===== config.mk =====
export PLATFORM = sky130hd
export DESIGN_NAME = analog_board_code_range_logic
export DESIGN_NICKNAME = d
export VERILOG_FILES = /design/src/logic/abrd_pkg.sv /design/src/logic/code_classifier.sv /design/src/logic/sample_averager.sv /design/src/logic/analog_board_code_range_logic.sv
export VERILOG_INCLUDE_DIRS = /design/src /design/src/logic
export SDC_FILE = /design/constraint.sdc
export NUM_CORES = 2
export LEC_CHECK = 0
export BUFFER_PORTS_ARGS = -buffer_cell sky130_fd_sc_hd__buf_2
export CAP_MARGIN = 20
export CORE_MARGIN = 1.5
export CORE_UTILIZATION = 55
export CTS_CLUSTER_SIZE = 28
export DETAILED_ROUTE_END_ITERATION = 6
export GPL_TIMING_DRIVEN = 0
export HOLD_SLACK_MARGIN = 0.06
export MAX_ROUTING_LAYER = met4
export PLACE_DENSITY = 0.83
export SYNTH_ARGS = -nofsm -noshare
export SYNTH_HDL_FRONTEND = slang
export SYNTH_SLANG_ARGS = --single-unit
export TNS_END_PERCENT = 30

===== constraint.sdc =====
create_clock -name clk_sys -period 9.34 [get_ports clk_sys]
set_input_delay 2.335 -clock clk_sys [delete_from_list [all_inputs] [get_ports clk_sys]]
set_output_delay 2.335 -clock clk_sys [all_outputs]
set_load 0.02 [all_outputs]

===== src/logic/abrd_defs.svh =====
// Offsets, field positions, reset values, code band limits and sample timing
// Assumes a 125 MHz system clock and a 32-bit register port with byte addresses
`ifndef ABRD_DEFS_SVH
`define ABRD_DEFS_SVH

// Register byte offsets
`define ABRD_OFF_CTRL      8'h00
`define ABRD_OFF_OUT_DATA  8'h04
`define ABRD_OFF_SUBST     8'h08
`define ABRD_OFF_STATUS    8'h0c
`define ABRD_OFF_IN_DATA   8'h10
`define ABRD_OFF_IRQ_STAT  8'h14
`define ABRD_OFF_IRQ_MASK  8'h18

// Control register fields
`define ABRD_CTRL_RUN      0
`define ABRD_CTRL_CURRENT  1
`define ABRD_CTRL_SUBST    2
`define ABRD_CTRL_SMOOTH   4:3
`define ABRD_CTRL_INTEG    6:5
`define ABRD_CTRL_W        7

// Reset values
`define ABRD_CTRL_RST      7'h00
`define ABRD_SUBST_RST     16'h0000
`define ABRD_OUT_RST       16'h0000
`define ABRD_MASK_RST      5'h00

// Interrupt status bits
`define ABRD_IRQ_OUT_ERR   0
`define ABRD_IRQ_IN_ERR    1
`define ABRD_IRQ_SHORT     2
`define ABRD_IRQ_WIRE      3
`define ABRD_IRQ_UPDATE    4
`define ABRD_IRQ_W         5

// Signed code band limits
`define ABRD_RATED_POS     16'sh6c00
`define ABRD_OVF_MIN       16'sh7f00
`define ABRD_RATED_NEG     16'sh9400
`define ABRD_UNDER_MIN     16'sh8100

// Sample periods in ns and the clock rate in MHz
`define ABRD_CLK_MHZ       125
`define ABRD_T400_NS       156000
`define ABRD_T60_NS        1042000
`define ABRD_T50_NS        1250000
`define ABRD_T10_NS        6250000

`endif


===== src/logic/abrd_pkg.sv =====
// Types shared by the code range logic and its helpers
// Assumes nothing beyond a SystemVerilog compiler
package abrd_pkg;

  // Band that a signed data word falls in
  typedef enum logic [2:0] {
    BAND_RATED,
    BAND_OVERSHOOT,
    BAND_UNDERSHOOT,
    BAND_OVERFLOW,
    BAND_UNDERFLOW
  } codeBand_t;

  // Smoothing window selection
  typedef enum logic [1:0] {
    SMOOTH_NONE,
    SMOOTH_WEAK,
    SMOOTH_MEDIUM,
    SMOOTH_STRONG
  } smooth_t;

endpackage : abrd_pkg


===== src/logic/code_classifier.sv =====
// Combinational band classifier for one signed 16-bit data word
// Assumes the caller registers the result where timing matters
`timescale 1ns/100ps
`include "abrd_defs.svh"

module code_classifier (
  input  wire logic signed [15:0] code,
  input  wire logic               currentMode,
  output abrd_pkg::codeBand_t     band
);
  import abrd_pkg::*;

  localparam logic signed [15:0] RatedPos = `ABRD_RATED_POS;
  localparam logic signed [15:0] OvfMin   = `ABRD_OVF_MIN;
  localparam logic signed [15:0] RatedNeg = `ABRD_RATED_NEG;
  localparam logic signed [15:0] UnderMin = `ABRD_UNDER_MIN;

  // Highest band first; current span has nothing below zero
  always_comb begin
    if (code >= OvfMin) begin
      band = BAND_OVERFLOW;
    end else if (code > RatedPos) begin
      band = BAND_OVERSHOOT;
    end else if (currentMode && (code < 16'sh0000)) begin
      band = BAND_UNDERFLOW;
    end else if (code < UnderMin) begin
      band = BAND_UNDERFLOW;
    end else if (code < RatedNeg) begin
      band = BAND_UNDERSHOOT;
    end else begin
      band = BAND_RATED;
    end
  end

endmodule : code_classifier


===== src/logic/sample_averager.sv =====
// Moving average over the last 1, 4, 16 or 32 input samples
// Assumes sampleTick is a one-cycle pulse on clk_sys and sampleIn is synchronous
`timescale 1ns/100ps

module sample_averager #(
  parameter int DEPTH = 32,
  parameter int W     = 16
) (
  input  wire logic                clk_sys,
  input  wire logic                rstn,
  input  wire logic                sampleTick,
  input  wire logic signed [W-1:0] sampleIn,
  input  abrd_pkg::smooth_t        smoothSel,
  output logic signed [W-1:0]      avgOut,
  output logic                     avgValid
);
  import abrd_pkg::*;

  localparam int SW = W + $clog2(DEPTH) + 1;

  logic signed [W-1:0]  hist_q [DEPTH];
  logic signed [W-1:0]  hist_d [DEPTH];
  logic signed [SW-1:0] term   [DEPTH];
  logic [5:0]           winLen;
  logic [2:0]           winShift;
  logic signed [SW-1:0] sum;
  logic signed [SW-1:0] scaled;
  logic                 pend_q, pend_d;
  logic signed [W-1:0]  avg_q, avg_d;

  // Window length and divide shift
  always_comb begin
    case (smoothSel)
      SMOOTH_WEAK:   begin winLen = 6'd4;  winShift = 3'd2; end
      SMOOTH_MEDIUM: begin winLen = 6'd16; winShift = 3'd4; end
      SMOOTH_STRONG: begin winLen = 6'd32; winShift = 3'd5; end
      default:       begin winLen = 6'd1;  winShift = 3'd0; end
    endcase
  end

  // History shift and window masking per entry
  for (genvar i = 0; i < DEPTH; i++) begin : gHist
    if (i == 0) begin : gHead
      assign hist_d[i] = sampleTick ? sampleIn : hist_q[i];
    end else begin : gBody
      assign hist_d[i] = sampleTick ? hist_q[i-1] : hist_q[i];
    end
    assign term[i] = (i < int'(winLen)) ? SW'(hist_q[i]) : '0;
    always_ff @(posedge clk_sys or negedge rstn) begin
      if (!rstn) begin
        hist_q[i] <= '0;
      end else begin
        hist_q[i] <= hist_d[i];
      end
    end
  end

  // Window sum, scaled result one cycle after the shift
  always_comb begin
    sum = '0;
    for (int k = 0; k < DEPTH; k++) begin
      sum = sum + term[k];
    end
    scaled = sum >>> winShift;
    pend_d = sampleTick;
    avg_d  = pend_q ? scaled[W-1:0] : avg_q;
  end

  always_ff @(posedge clk_sys or negedge rstn) begin
    if (!rstn) begin
      pend_q <= 1'b0;
      avg_q  <= '0;
    end else begin
      pend_q <= pend_d;
      avg_q  <= avg_d;
    end
  end

  assign avgOut   = avg_q;
  assign avgValid = pend_q;

endmodule : sample_averager


===== src/logic/analog_board_code_range_logic.sv =====
// Code range, reaction and diagnostic logic of the analog signal board
// Assumes a host on the register port at clk_sys; ADC code and fault pins are asynchronous
// Assumes the converter word may change at any edge; it is filtered after capture
// Assumes sample period parameters are whole cycle counts of at least one
// Assumes one clock; only the pins and the converter word cross into it
//
// Function
// - Voltage mode: signed code, +-27648 is full rated output, linear between.
// - Current mode: 0..27648 maps to zero..full current; negatives out of span.
// - Voltage output bands: overshoot, undershoot driven; overflow, underflow beyond.
// - Current output: 27649..32511 overshoot driven; 32512 up overflow, not driven.
// - Overflow or underflow output drives substitute or holds last, per stop reaction.
// - On run to stop keep last value or substitute; substitute resets to zero.
// - Short-to-ground diagnostic, evaluated only in voltage mode.
// - Wire-break diagnostic, evaluated only in current mode.
// - Bipolar input codes classified rated, overshoot, overflow, undershoot, underflow.
// - Input smoothing averages over 1, 4, 16 or 32 consecutive samples.
// - Input sampled every 0.156/1.042/1.250/6.250 ms; value updated once per period.
`timescale 1ns/100ps
`include "abrd_defs.svh"

module analog_board_code_range_logic #(
  parameter int unsigned SAMP_CYC_400 = (`ABRD_T400_NS * `ABRD_CLK_MHZ) / 1000,
  parameter int unsigned SAMP_CYC_60  = (`ABRD_T60_NS * `ABRD_CLK_MHZ) / 1000,
  parameter int unsigned SAMP_CYC_50  = (`ABRD_T50_NS * `ABRD_CLK_MHZ) / 1000,
  parameter int unsigned SAMP_CYC_10  = (`ABRD_T10_NS * `ABRD_CLK_MHZ) / 1000
) (
  input  wire logic        clk_sys,
  input  wire logic        rstn,
  input  wire logic [7:0]  regAddr,
  input  wire logic [31:0] regWdata,
  input  wire logic        regWrite,
  input  wire logic        regRead,
  output logic      [31:0] regRdata,
  output logic             irq,
  output logic      [15:0] dacCode,
  output logic             dacCurrentMode,
  input  wire logic [15:0] adcCode,
  input  wire logic        shortToGndPin,
  input  wire logic        wireBreakPin
);
  import abrd_pkg::*;

  // Sample period reload values, one less than the period
  // Counter runs 0 to reload, one tick per full period
  localparam logic [19:0] Reload400 = 20'(SAMP_CYC_400 - 1);
  localparam logic [19:0] Reload60  = 20'(SAMP_CYC_60 - 1);
  localparam logic [19:0] Reload50  = 20'(SAMP_CYC_50 - 1);
  localparam logic [19:0] Reload10  = 20'(SAMP_CYC_10 - 1);

  // Host registers, synchronisers and derived flags
  logic [`ABRD_CTRL_W-1:0] ctrl_q, ctrl_d;
  logic [15:0]             outData_q, outData_d;
  logic [15:0]             subst_q, subst_d;
  logic [`ABRD_IRQ_W-1:0]  irqStat_q, irqStat_d;
  logic [`ABRD_IRQ_W-1:0]  irqMask_q, irqMask_d;
  logic [31:0]             rdata_q, rdata_d;
  logic [15:0]             dac_q, dac_d;
  logic [15:0]             adcMeta_q, adcSync_q;
  logic [15:0]             adcPrev_q, adcHold_q, adcHold_d;
  logic [1:0]              pinMeta_q, pinSync_q;
  logic                    outErr_q, inErr_q, short_q, wire_q;
  logic                    outErr, inErr, shortFault, wireFault;
  logic [19:0]             sampCnt_q, sampCnt_d;
  logic [19:0]             reload;
  logic                    sampleTick;
  logic [`ABRD_IRQ_W-1:0]  irqEvent;
  logic                    running, currentMode, useSubst;
  codeBand_t               outBand, inBand;
  smooth_t                 smoothSel;
  logic signed [15:0]      avgCode;
  logic                    avgValid;

  // Control fields
  // Run and reaction bits are plain levels, no edge logic
  assign running     = ctrl_q[`ABRD_CTRL_RUN];
  assign currentMode = ctrl_q[`ABRD_CTRL_CURRENT];
  assign useSubst    = ctrl_q[`ABRD_CTRL_SUBST];
  assign smoothSel   = smooth_t'(ctrl_q[`ABRD_CTRL_SMOOTH]);

  // Two-stage capture of the asynchronous ADC word and fault pins
  // Each bit settles alone; the word is checked for agreement below
  always_ff @(posedge clk_sys or negedge rstn) begin
    if (!rstn) begin
      adcMeta_q <= 16'h0000;
      adcSync_q <= 16'h0000;
      pinMeta_q <= 2'h0;
      pinSync_q <= 2'h0;
    end else begin
      adcMeta_q <= adcCode;
      adcSync_q <= adcMeta_q;
      pinMeta_q <= {wireBreakPin, shortToGndPin};
      pinSync_q <= pinMeta_q;
    end
  end

  // Word capture: take the synchronised word only once it held for two
  // edges, so bits caught mid-change never form a false sample
  assign adcHold_d = (adcSync_q == adcPrev_q) ? adcSync_q : adcHold_q;

  always_ff @(posedge clk_sys or negedge rstn) begin
    if (!rstn) begin
      adcPrev_q <= 16'h0000;
      adcHold_q <= 16'h0000;
    end else begin
      adcPrev_q <= adcSync_q;
      adcHold_q <= adcHold_d;
    end
  end

  // Output band of the host word
  // Current mode folds negative codes into underflow
  code_classifier uOutClass (
    .code        (outData_q),
    .currentMode (currentMode),
    .band        (outBand)
  );

  // Input band, always judged on the bipolar span
  // Judged on the averaged word, as the host reads it
  code_classifier uInClass (
    .code        (avgCode),
    .currentMode (1'b0),
    .band        (inBand)
  );

  // Range flags and mode-gated diagnostics
  // Levels drop as soon as the code returns to range
  assign outErr     = (outBand == BAND_OVERFLOW) || (outBand == BAND_UNDERFLOW);
  assign inErr      = (inBand == BAND_OVERFLOW) || (inBand == BAND_UNDERFLOW);
  assign shortFault = pinSync_q[0] && !currentMode;
  assign wireFault  = pinSync_q[1] && currentMode;

  // Sample period counter for the selected integration time
  // A shorter period picked when the count is already past its reload ticks at once, no wrap wait
  always_comb begin
    case (ctrl_q[`ABRD_CTRL_INTEG])
      2'd1:    reload = Reload60;
      2'd2:    reload = Reload50;
      2'd3:    reload = Reload10;
      default: reload = Reload400;
    endcase
    sampleTick = (sampCnt_q >= reload);
    sampCnt_d  = sampleTick ? 20'h00000 : sampCnt_q + 20'h00001;
  end

  // Period counter register
  always_ff @(posedge clk_sys or negedge rstn) begin
    if (!rstn) begin
      sampCnt_q <= 20'h00000;
    end else begin
      sampCnt_q <= sampCnt_d;
    end
  end

  // Input smoothing window
  // Average lands two edges after the tick: shift, then scale
  sample_averager #(
    .DEPTH (32),
    .W     (16)
  ) uAvg (
    .clk_sys    (clk_sys),
    .rstn       (rstn),
    .sampleTick (sampleTick),
    .sampleIn   (adcHold_q),
    .smoothSel  (smoothSel),
    .avgOut     (avgCode),
    .avgValid   (avgValid)
  );

  // Output drive: stop or out-of-band code takes substitute or holds
  // Stop outranks the band check; one reaction bit serves both
  always_comb begin
    if (!running) begin
      dac_d = useSubst ? subst_q : dac_q;
    end else if (outErr) begin
      dac_d = useSubst ? subst_q : dac_q;
    end else begin
      dac_d = outData_q;
    end
  end

  // Drive register, zero until the host runs it or selects a written substitute
  always_ff @(posedge clk_sys or negedge rstn) begin
    if (!rstn) begin
      dac_q <= `ABRD_OUT_RST;
    end else begin
      dac_q <= dac_d;
    end
  end

  // Delayed copies for rising-edge events
  // Reset to idle levels, so no false event follows reset
  always_ff @(posedge clk_sys or negedge rstn) begin
    if (!rstn) begin
      outErr_q <= 1'b0;
      inErr_q  <= 1'b0;
      short_q  <= 1'b0;
      wire_q   <= 1'b0;
    end else begin
      outErr_q <= outErr;
      inErr_q  <= inErr;
      short_q  <= shortFault;
      wire_q   <= wireFault;
    end
  end

  // Event vector
  // Update bit pulses once per averaged sample
  always_comb begin
    irqEvent                     = '0;
    irqEvent[`ABRD_IRQ_OUT_ERR]  = outErr && !outErr_q;
    irqEvent[`ABRD_IRQ_IN_ERR]   = inErr && !inErr_q;
    irqEvent[`ABRD_IRQ_SHORT]    = shortFault && !short_q;
    irqEvent[`ABRD_IRQ_WIRE]     = wireFault && !wire_q;
    irqEvent[`ABRD_IRQ_UPDATE]   = avgValid;
  end

  // Register writes; sticky status cleared by one, a new event wins
  // Status and input words are read-only; writes there fall through
  always_comb begin
    ctrl_d    = ctrl_q;
    outData_d = outData_q;
    subst_d   = subst_q;
    irqMask_d = irqMask_q;
    irqStat_d = irqStat_q;
    if (regWrite) begin
      if (regAddr == `ABRD_OFF_CTRL) begin
        ctrl_d = regWdata[`ABRD_CTRL_W-1:0];
      end else if (regAddr == `ABRD_OFF_OUT_DATA) begin
        outData_d = regWdata[15:0];
      end else if (regAddr == `ABRD_OFF_SUBST) begin
        subst_d = regWdata[15:0];
      end else if (regAddr == `ABRD_OFF_IRQ_STAT) begin
        irqStat_d = irqStat_q & ~regWdata[`ABRD_IRQ_W-1:0];
      end else if (regAddr == `ABRD_OFF_IRQ_MASK) begin
        irqMask_d = regWdata[`ABRD_IRQ_W-1:0];
      end
    end
    irqStat_d = irqStat_d | irqEvent;
  end

  // Host registers
  always_ff @(posedge clk_sys or negedge rstn) begin
    if (!rstn) begin
      ctrl_q    <= `ABRD_CTRL_RST;
      outData_q <= `ABRD_OUT_RST;
      subst_q   <= `ABRD_SUBST_RST;
      irqMask_q <= `ABRD_MASK_RST;
      irqStat_q <= '0;
    end else begin
      ctrl_q    <= ctrl_d;
      outData_q <= outData_d;
      subst_q   <= subst_d;
      irqMask_q <= irqMask_d;
      irqStat_q <= irqStat_d;
    end
  end

  // Read decode, data in the cycle after the strobe, unmapped reads zero
  // Registered, so data stand one cycle and drop back to zero
  always_comb begin
    rdata_d = 32'h00000000;
    if (regRead) begin
      if (regAddr == `ABRD_OFF_CTRL) begin
        rdata_d = {25'h0000000, ctrl_q};
      end else if (regAddr == `ABRD_OFF_OUT_DATA) begin
        rdata_d = {16'h0000, outData_q};
      end else if (regAddr == `ABRD_OFF_SUBST) begin
        rdata_d = {16'h0000, subst_q};
      end else if (regAddr == `ABRD_OFF_STATUS) begin
        rdata_d = {21'h000000, running, wireFault, shortFault, inErr, outErr,
                   inBand, outBand};
      end else if (regAddr == `ABRD_OFF_IN_DATA) begin
        rdata_d = {16'h0000, avgCode};
      end else if (regAddr == `ABRD_OFF_IRQ_STAT) begin
        rdata_d = {27'h0000000, irqStat_q};
      end else if (regAddr == `ABRD_OFF_IRQ_MASK) begin
        rdata_d = {27'h0000000, irqMask_q};
      end
    end
  end

  // Read data register
  always_ff @(posedge clk_sys or negedge rstn) begin
    if (!rstn) begin
      rdata_q <= 32'h00000000;
    end else begin
      rdata_q <= rdata_d;
    end
  end

  // Outputs
  // Interrupt is a level from registers, no glitch path
  assign regRdata       = rdata_q;
  assign irq            = |(irqStat_q & irqMask_q);
  assign dacCode        = dac_q;
  assign dacCurrentMode = currentMode;

endmodule : analog_board_code_range_logic


# == Word level (Yosys, flattened, before mapping) ==
# Cells that the tools add are included.
# totals
regBits,718
latchBits,0
ram_bits,0
mem_bits_ro,0
input_bits,62
word_cells,233
memories,0
# classes
addsub,32
mul,0
div_mod_pow,0
magnitude_cmp,42
n_eq_ne,17
shifts,1
muxes,61
bitwise_logic,8
reduce_logical,20
# ops
cell,n
$mux W22,32
$add A22 B22 Y22,31
$mux W16,7
$lt A5 B6 Y1 const A,16
$lt A16 B16 Y1 const B,4
$mux W32,2
$pmux W20 S3,1
$lt A4 B6 Y1 const A,8
$mux W5,7
$ge A16 B16 Y1 const B,2
$gt A16 B16 Y1 const B,2
$eq A8 B5 Y1 const B,3
$lt A3 B6 Y1 const A,4
$sshr A22 B3 Y16,1
$mux W3,7
$add A20 B1 Y20 const B,1
$ge A20 B20 Y1,1
$mux W20,1
$pmux W6 S3,1
$eq A16 B16 Y1,1
$eq A8 B4 Y1 const B,2
$lt A16 B1 Y1 const B,1
$lt A1 B6 Y1 const A,2
$lt A2 B6 Y1 const A,2
other kinds (20),42

# == Depth between registers and ports, before layout ==
# logic_depth
word_depth,36
mapped_depth,27
depth_no_buf,25

# == By module ==
# Synthesis repeated with hierarchy kept, for this count alone.
# hier_totals
cells_unflattened,3362
area_unflattened_um2,42473.2
# modules_own_cells
mod,n_inst,cells_each,area_per_inst_um2,seq_area_each_um2
sample_averager,1,2681,34539.4,13237.7
analog_board_code_range_logic,1,649,7711.1,4329.2
code_classifier,2,16,111.4,0.0

# == Least setup slack after synthesis ==
# OpenSTA, ideal clock, no wires.
# synth_timing
path_kind,register -> register
start,register ctrl_q[4]
end,register uAvg.avg_q[9] (netlist: uAvg.avgOut[9])
arrival_time_ps,7695
path_slack_ps,1519
stages_incl_launch_ff,26
synth_period_minus_slack_ps,7821
cell_sequence,dfrtp_1 > clkbuf_1 > clkbuf_1 > clkbuf_1 > nand2_1 > fa_1 > fa_1 > fa_1 > inv_1 > fa_1 > fa_1 > inv_1 > fa_1 > fa_1 > fa_1 > inv_1 > ha_1 > inv_1 > fa_1 > nand2b_1 > a21oi_1 > o32ai_2 > or4_1 > and4_1 > a21o_1 > a221o_1
# synth_via
elab_chain_cells,36
word_cells_on_any_way,101
classes_between,31 x add/sub; 32 x order compare; 3 x eq/ne; 1 x shift; 34 x mux
# synth_rtl
element,line,text
"start, declared",analog_board_code_range_logic.sv:52,"logic [`ABRD_CTRL_W-1:0] ctrl_q, ctrl_d;"
"start signal, assigned",analog_board_code_range_logic.sv:246,ctrl_q <= `ABRD_CTRL_RST;
"start signal, assigned",analog_board_code_range_logic.sv:252,ctrl_q <= ctrl_d;
$eq A2 B2 Y1 or $eq A2 B1 Y1 (tied branches),sample_averager.sv:33,case (smoothSel)
$pmux W6 S3,sample_averager.sv:33,
$lt A1 B6 Y1,sample_averager.sv:48,assign term[i] = (i < int'(winLen)) ? SW'(hist_q[i]) : '0;
$mux W22,sample_averager.sv:48,
$add A22 B22 Y22 (31 in a row),sample_averager.sv:62,sum = sum + term[k];
$sshr A22 B3 Y16 *,sample_averager.sv:64,scaled = sum >>> winShift;
"end signal, assigned",sample_averager.sv:75,avg_q <= avg_d;
"end, declared",sample_averager.sv:29,"logic signed [W-1:0] avg_q, avg_d;"
# Mark *: on every way between the ends. The rest lies on a longest branch, timed or not.
# A chain may end at the register's enable or synchronous reset.

# == Worst setup path after layout ==
# Ends and elaborated chain as after synthesis.

==> flow_summary.rst <==
.. list-table::
   :header-rows: 1

   * - Metric
     - Value
   * - Clock buffer count from CTS
     - 78
   * - Cell Pwr Density
     - 138 nW/µm²
   * - Largest register by flop count
     - uAvg.hist_q
   * - Die Width
     - 280 µm
   * - First drt pass iteration count
     - 6
   * - Number of non-filler instances in the completed layout
     - 4,578
   * - Total standard cell area after synthesis
     - 42,300 µm²
   * - Final Hold Slack
     - 0.347 ns
   * - Layer with the highest usage
     - met2
   * - Hold Crit Class
     - flop to flop
   * - Die Area
     - 78,600 µm²
   * - Antenna violation net count after detailed routing
     - 0
   * - CP delay by family, top
     - adder cells
   * - Max-slew headroom at the worst pin
     - 26.2%
   * - Placeable core region
     - 76,100 µm²
   * - Maximum clock skew at final layout
     - 0.0525 ns
   * - Ports placed on the boundary
     - 112
   * - Vias after detailed routing
     - about 26,000
   * - Die span in y
     - 280 µm
   * - Cell with the biggest individual delay on the critical path
     - fa_1
   * - Slew of the pin with the lowest slew margin
     - between 1 and 1.5 ns
   * - Total Routing Usage GR
     - 27.9%
   * - Longest individual stage delay on the worst path
     - 0.62 ns
   * - Clock period minus worst slack
     - just over 9 ns
   * - Async set-reset flop share out of synthesis
     - 100%
   * - Total design power
     - 0.00646 W
   * - Kind of start point of the critical path
     - flop
   * - Critical-path maximum fanout
     - 10
   * - Met3 track utilization from global routing
     - approximately 4.5%
   * - Pin count of the biggest net entering global routing
     - 129
   * - Post CTS Setup Buffer Count
     - 0
   * - Count of buffering cells on the critical path with inverters included
     - 5
   * - Arrival time reported for the critical path endpoint
     - between 9 and 10 ns
   * - Port Buf Inserts
     - 78
   * - Number of pins exceeding their max-slew limit in the final report
     - 0
   * - Global placer's final weighted congestion
     - 0.989
   * - Number of antenna violations at the first check in global routing
     - 2
   * - Required @ worst endpoint
     - 9.83 ns
   * - Post-Route Utilization
     - 61.6%
   * - Setup crit end kind
     - flop
   * - Final-report hold violation count
     - 0
   * - Post-DP HPWL
     - 75,300 µm
   * - Post-synthesis sequential area ratio
     - 41.5%
   * - Setup WS pre-CTS
     - -0.765 ns
   * - WS Path Type
     - flop to flop
   * - Row Count
     - 101
   * - Cell-by-cell trace of the critical path
     - buf_2 > clkbuf_4 > clkbuf_2 > nand2_1 > fa_1 > fa_1 > fa_1 > fa_1 > fa_1 > fa_1 > fa_1 > fa_1 > inv_1 > ha_1 > inv_1 > fa_1 > nand2b_1 > a21oi_1 > o32ai_2 > or4_1 > and4_1 > a21o_1 > a221o_1
   * - F_max
     - 109 MHz
   * - Area growth, synth to finish
     - 10.9%
   * - Quantity of hold-fixing buffers added after cts
     - 0
   * - Number of distinct standard cells referenced by the synthesized netlist
     - 63
   * - Diodes inserted
     - 0
   * - Outcome
     - finished, final reports clean
   * - Biggest regs
     - uAvg.hist_q: 512 flops, sampCnt_q: 20 flops
   * - Cell at the root of the clock tree
     - clkbuf_16
   * - Clk Latency, worst-skew pair
     - 0.65 ns
   * - Final net count
     - between 4,000 and 5,000
   * - Placed cells
     - 4,436
   * - Most frequent cell on the critical path
     - fa_1
   * - TritonCTS clock tree
     - built
   * - Share of the clock period used by the worst path after layout
     - 98.1%
   * - GR Util met1
     - 33.3%
   * - Wire length of the first global-routing pass
     - 161,000 µm
   * - Vias in the first global route
     - between 20,000 and 30,000
   * - Flop and latch count out of synthesis
     - 702
   * - Final routed DRC violation total
     - 0
   * - Primary FF master, synth
     - dfrtp_1
   * - Static leakage power
     - 21.8 nW
   * - Global-route track usage on met2
     - a little under half
   * - Reported max-cap violation count
     - 0
   * - Synth Warn #
     - 0
   * - Per-cell via count in the routed design
     - ~5.7
   * - Number of DRC markers in iteration 0
     - 1,833
   * - Fraction of final layout cells sized beyond drive strength 1
     - approximately 15%
   * - Longest Clk Path Bufs
     - 3
   * - Total of endpoints with negative setup slack in the final report
     - 0
   * - CTS H-tree lvls
     - 3
   * - Count of mapped cells out of synthesis
     - 3,305
   * - Remaining global-route overflow
     - 0
   * - Maximum ir drop on the vdd rail
     - around 0.15 mV
   * - Clock transition at the registers of the reported paths
     - 0.07 ns
   * - Clock sink total
     - 702
   * - Wire length per cell
     - 22.1 µm
   * - Final worst slack
     - 0.175 ns
   * - Number of enable-type register cells in the synthesized netlist
     - 0
   * - Flip-flop count of the largest register, all copies and words added
     - 512
   * - Syn Area/Cell
     - between 10 and 15 µm²
   * - Final wirelength
     - about 100,000 µm
   * - Effective utilization at floorplan
     - between 50% and 60%
-- area by class of cell --
cell class | instances | area, µm²
multi-input cells | 2132 | 22600
plain buffers | 174 | 1030
flip-flops and latches | 702 | 17600
well taps | 1030 | 1290
fillers | 5652 | 29200
inverters | 312 | 1170
repair buffers | 88 | 606
clock inverters | 31 | 380
clock buffers | 109 | 2240
-- path summary, 6_finish.rpt --
path / start / end / slack [ns] / cells past startpoint
worst max-delay path: ctrl_q[4] / uAvg.avgOut[9] / 0.18 / 23
worst min-delay path: adcMeta_q[8] / adcSync_q[8] / 0.35 / 0
worst max register to register: ctrl_q[4] / uAvg.avgOut[9] / 0.18 / 23
worst min register to register: adcMeta_q[8] / adcSync_q[8] / 0.35 / 0
max in group asynchronous: rstn / uAvg.hist_q[187] / 5.18 / 5
min in group asynchronous: rstn / dacCode[5] / 1.65 / 1
-- synth_stat cells, types with 17 or more instances --
| library cell | instances | share of area, % |
|---|---|---|
| nor2_1 | 58 | 0.51 |
| buf_6 | 35 | 0.93 |
| fa_1 | 502 | 24 |
| mux2_1 | 350 | 9.3 |
| xor2_1 | 30 | 0.62 |
| mux2i_1 | 17 | 0.40 |
| o21ai_0 | 40 | 0.47 |
| nand3_1 | 19 | 0.22 |
| clkbuf_1 | 105 | 0.93 |
| inv_1 | 310 | 2.8 |
| a21oi_1 | 46 | 0.54 |
| and2_1 | 102 | 1.5 |
| mux2_2 | 228 | 6.1 |
| buf_4 | 21 | 0.37 |
| xnor2_1 | 18 | 0.37 |
| nand2_1 | 400 | 3.6 |
| ha_1 | 55 | 1.6 |
| and3_1 | 84 | 1.2 |
| dfrtp_1 | 702 | 42 |
-- power by group --
part	total [W]	internal [W]	switching, W
logic	0.000217	0.0000545	0.000163
registers	0.00309	0.00307	0.0000222
clock network	0.00315	0.00183	0.00132
total	0.00646	0.00496	0.00151
-- timing repair --
item                                    4_1_cts  5_1_grt
resized for setup                             4       30
endpoints found under the setup margin       14        6
hold endpoints to repair                      0        0
-- kinds of logic after synthesis --
logic type               count (synthesis)  share of synthesized area [%]
flip-flops                             702                           41.5
other                                    1                        0.00887
AND/OR/NAND/NOR                        721                           7.91
buffers and inverters                  486                           5.16
AO/OA/AOI/OAI                          191                           3.00
XOR/XNOR                                48                          0.994
adder cells (fa/ha/maj)                557                           25.4
multiplexers                           599                           16.0
-- per-layer routing --
layer | vias up | wire [µm] | share of wire [%]
met2 | 804 | 51200 | 51
li1 | 11100 | - | -
met3 | 284 | 5490 | 5.4
met4 | 0 | 5430 | 5.4
met1 | 13800 | 38800 | 38
met5 | - | 0 | 0
-- worst reg2reg max path, cell delays in order (launching register included) --
cell and delay, ns:
dfrtp_1 0.54, buf_2 0.43, clkbuf_4 0.41, clkbuf_2 0.46, nand2_1 0.18, fa_1 0.56
fa_1 0.59, fa_1 0.59, fa_1 0.45, fa_1 0.62, fa_1 0.46, fa_1 0.51
fa_1 0.41, inv_1 0.07, ha_1 0.19, inv_1 0.07, fa_1 0.45, nand2b_1 0.18
a21oi_1 0.31, o32ai_2 0.24, or4_1 0.58, and4_1 0.22, a21o_1 0.16, a221o_1 0.31
-- layout by cell type, fill, tap and decap left out, types with 35 or more instances in the layout --
cell type / synthesis / final
a21oi_1: 46 / 46
and2_1: 102 / 102
and3_1: 84 / 84
buf_2: 12 / 91
buf_6: 35 / 35
clkbuf_1: 105 / 104
clkbuf_16: 0 / 80
dfrtp_1: 702 / 702
fa_1: 502 / 502
ha_1: 55 / 55
inv_1: 310 / 310
mux2_1: 350 / 350
mux2_2: 228 / 228
nand2_1: 400 / 400
nor2_1: 58 / 58
o21ai_0: 40 / 40
-- through the flow --
step | setup TNS [ns] | area (µm²)
finish | 0 | 46900
CTS | 0 | 46800
floorplan | 0 | 42300
global placement | -5938.16 | 44000
detailed placement | -4.90 | 44200
global route | -0.00665 | 46900
No activity file was read; power rests on OpenSTA's default activity.
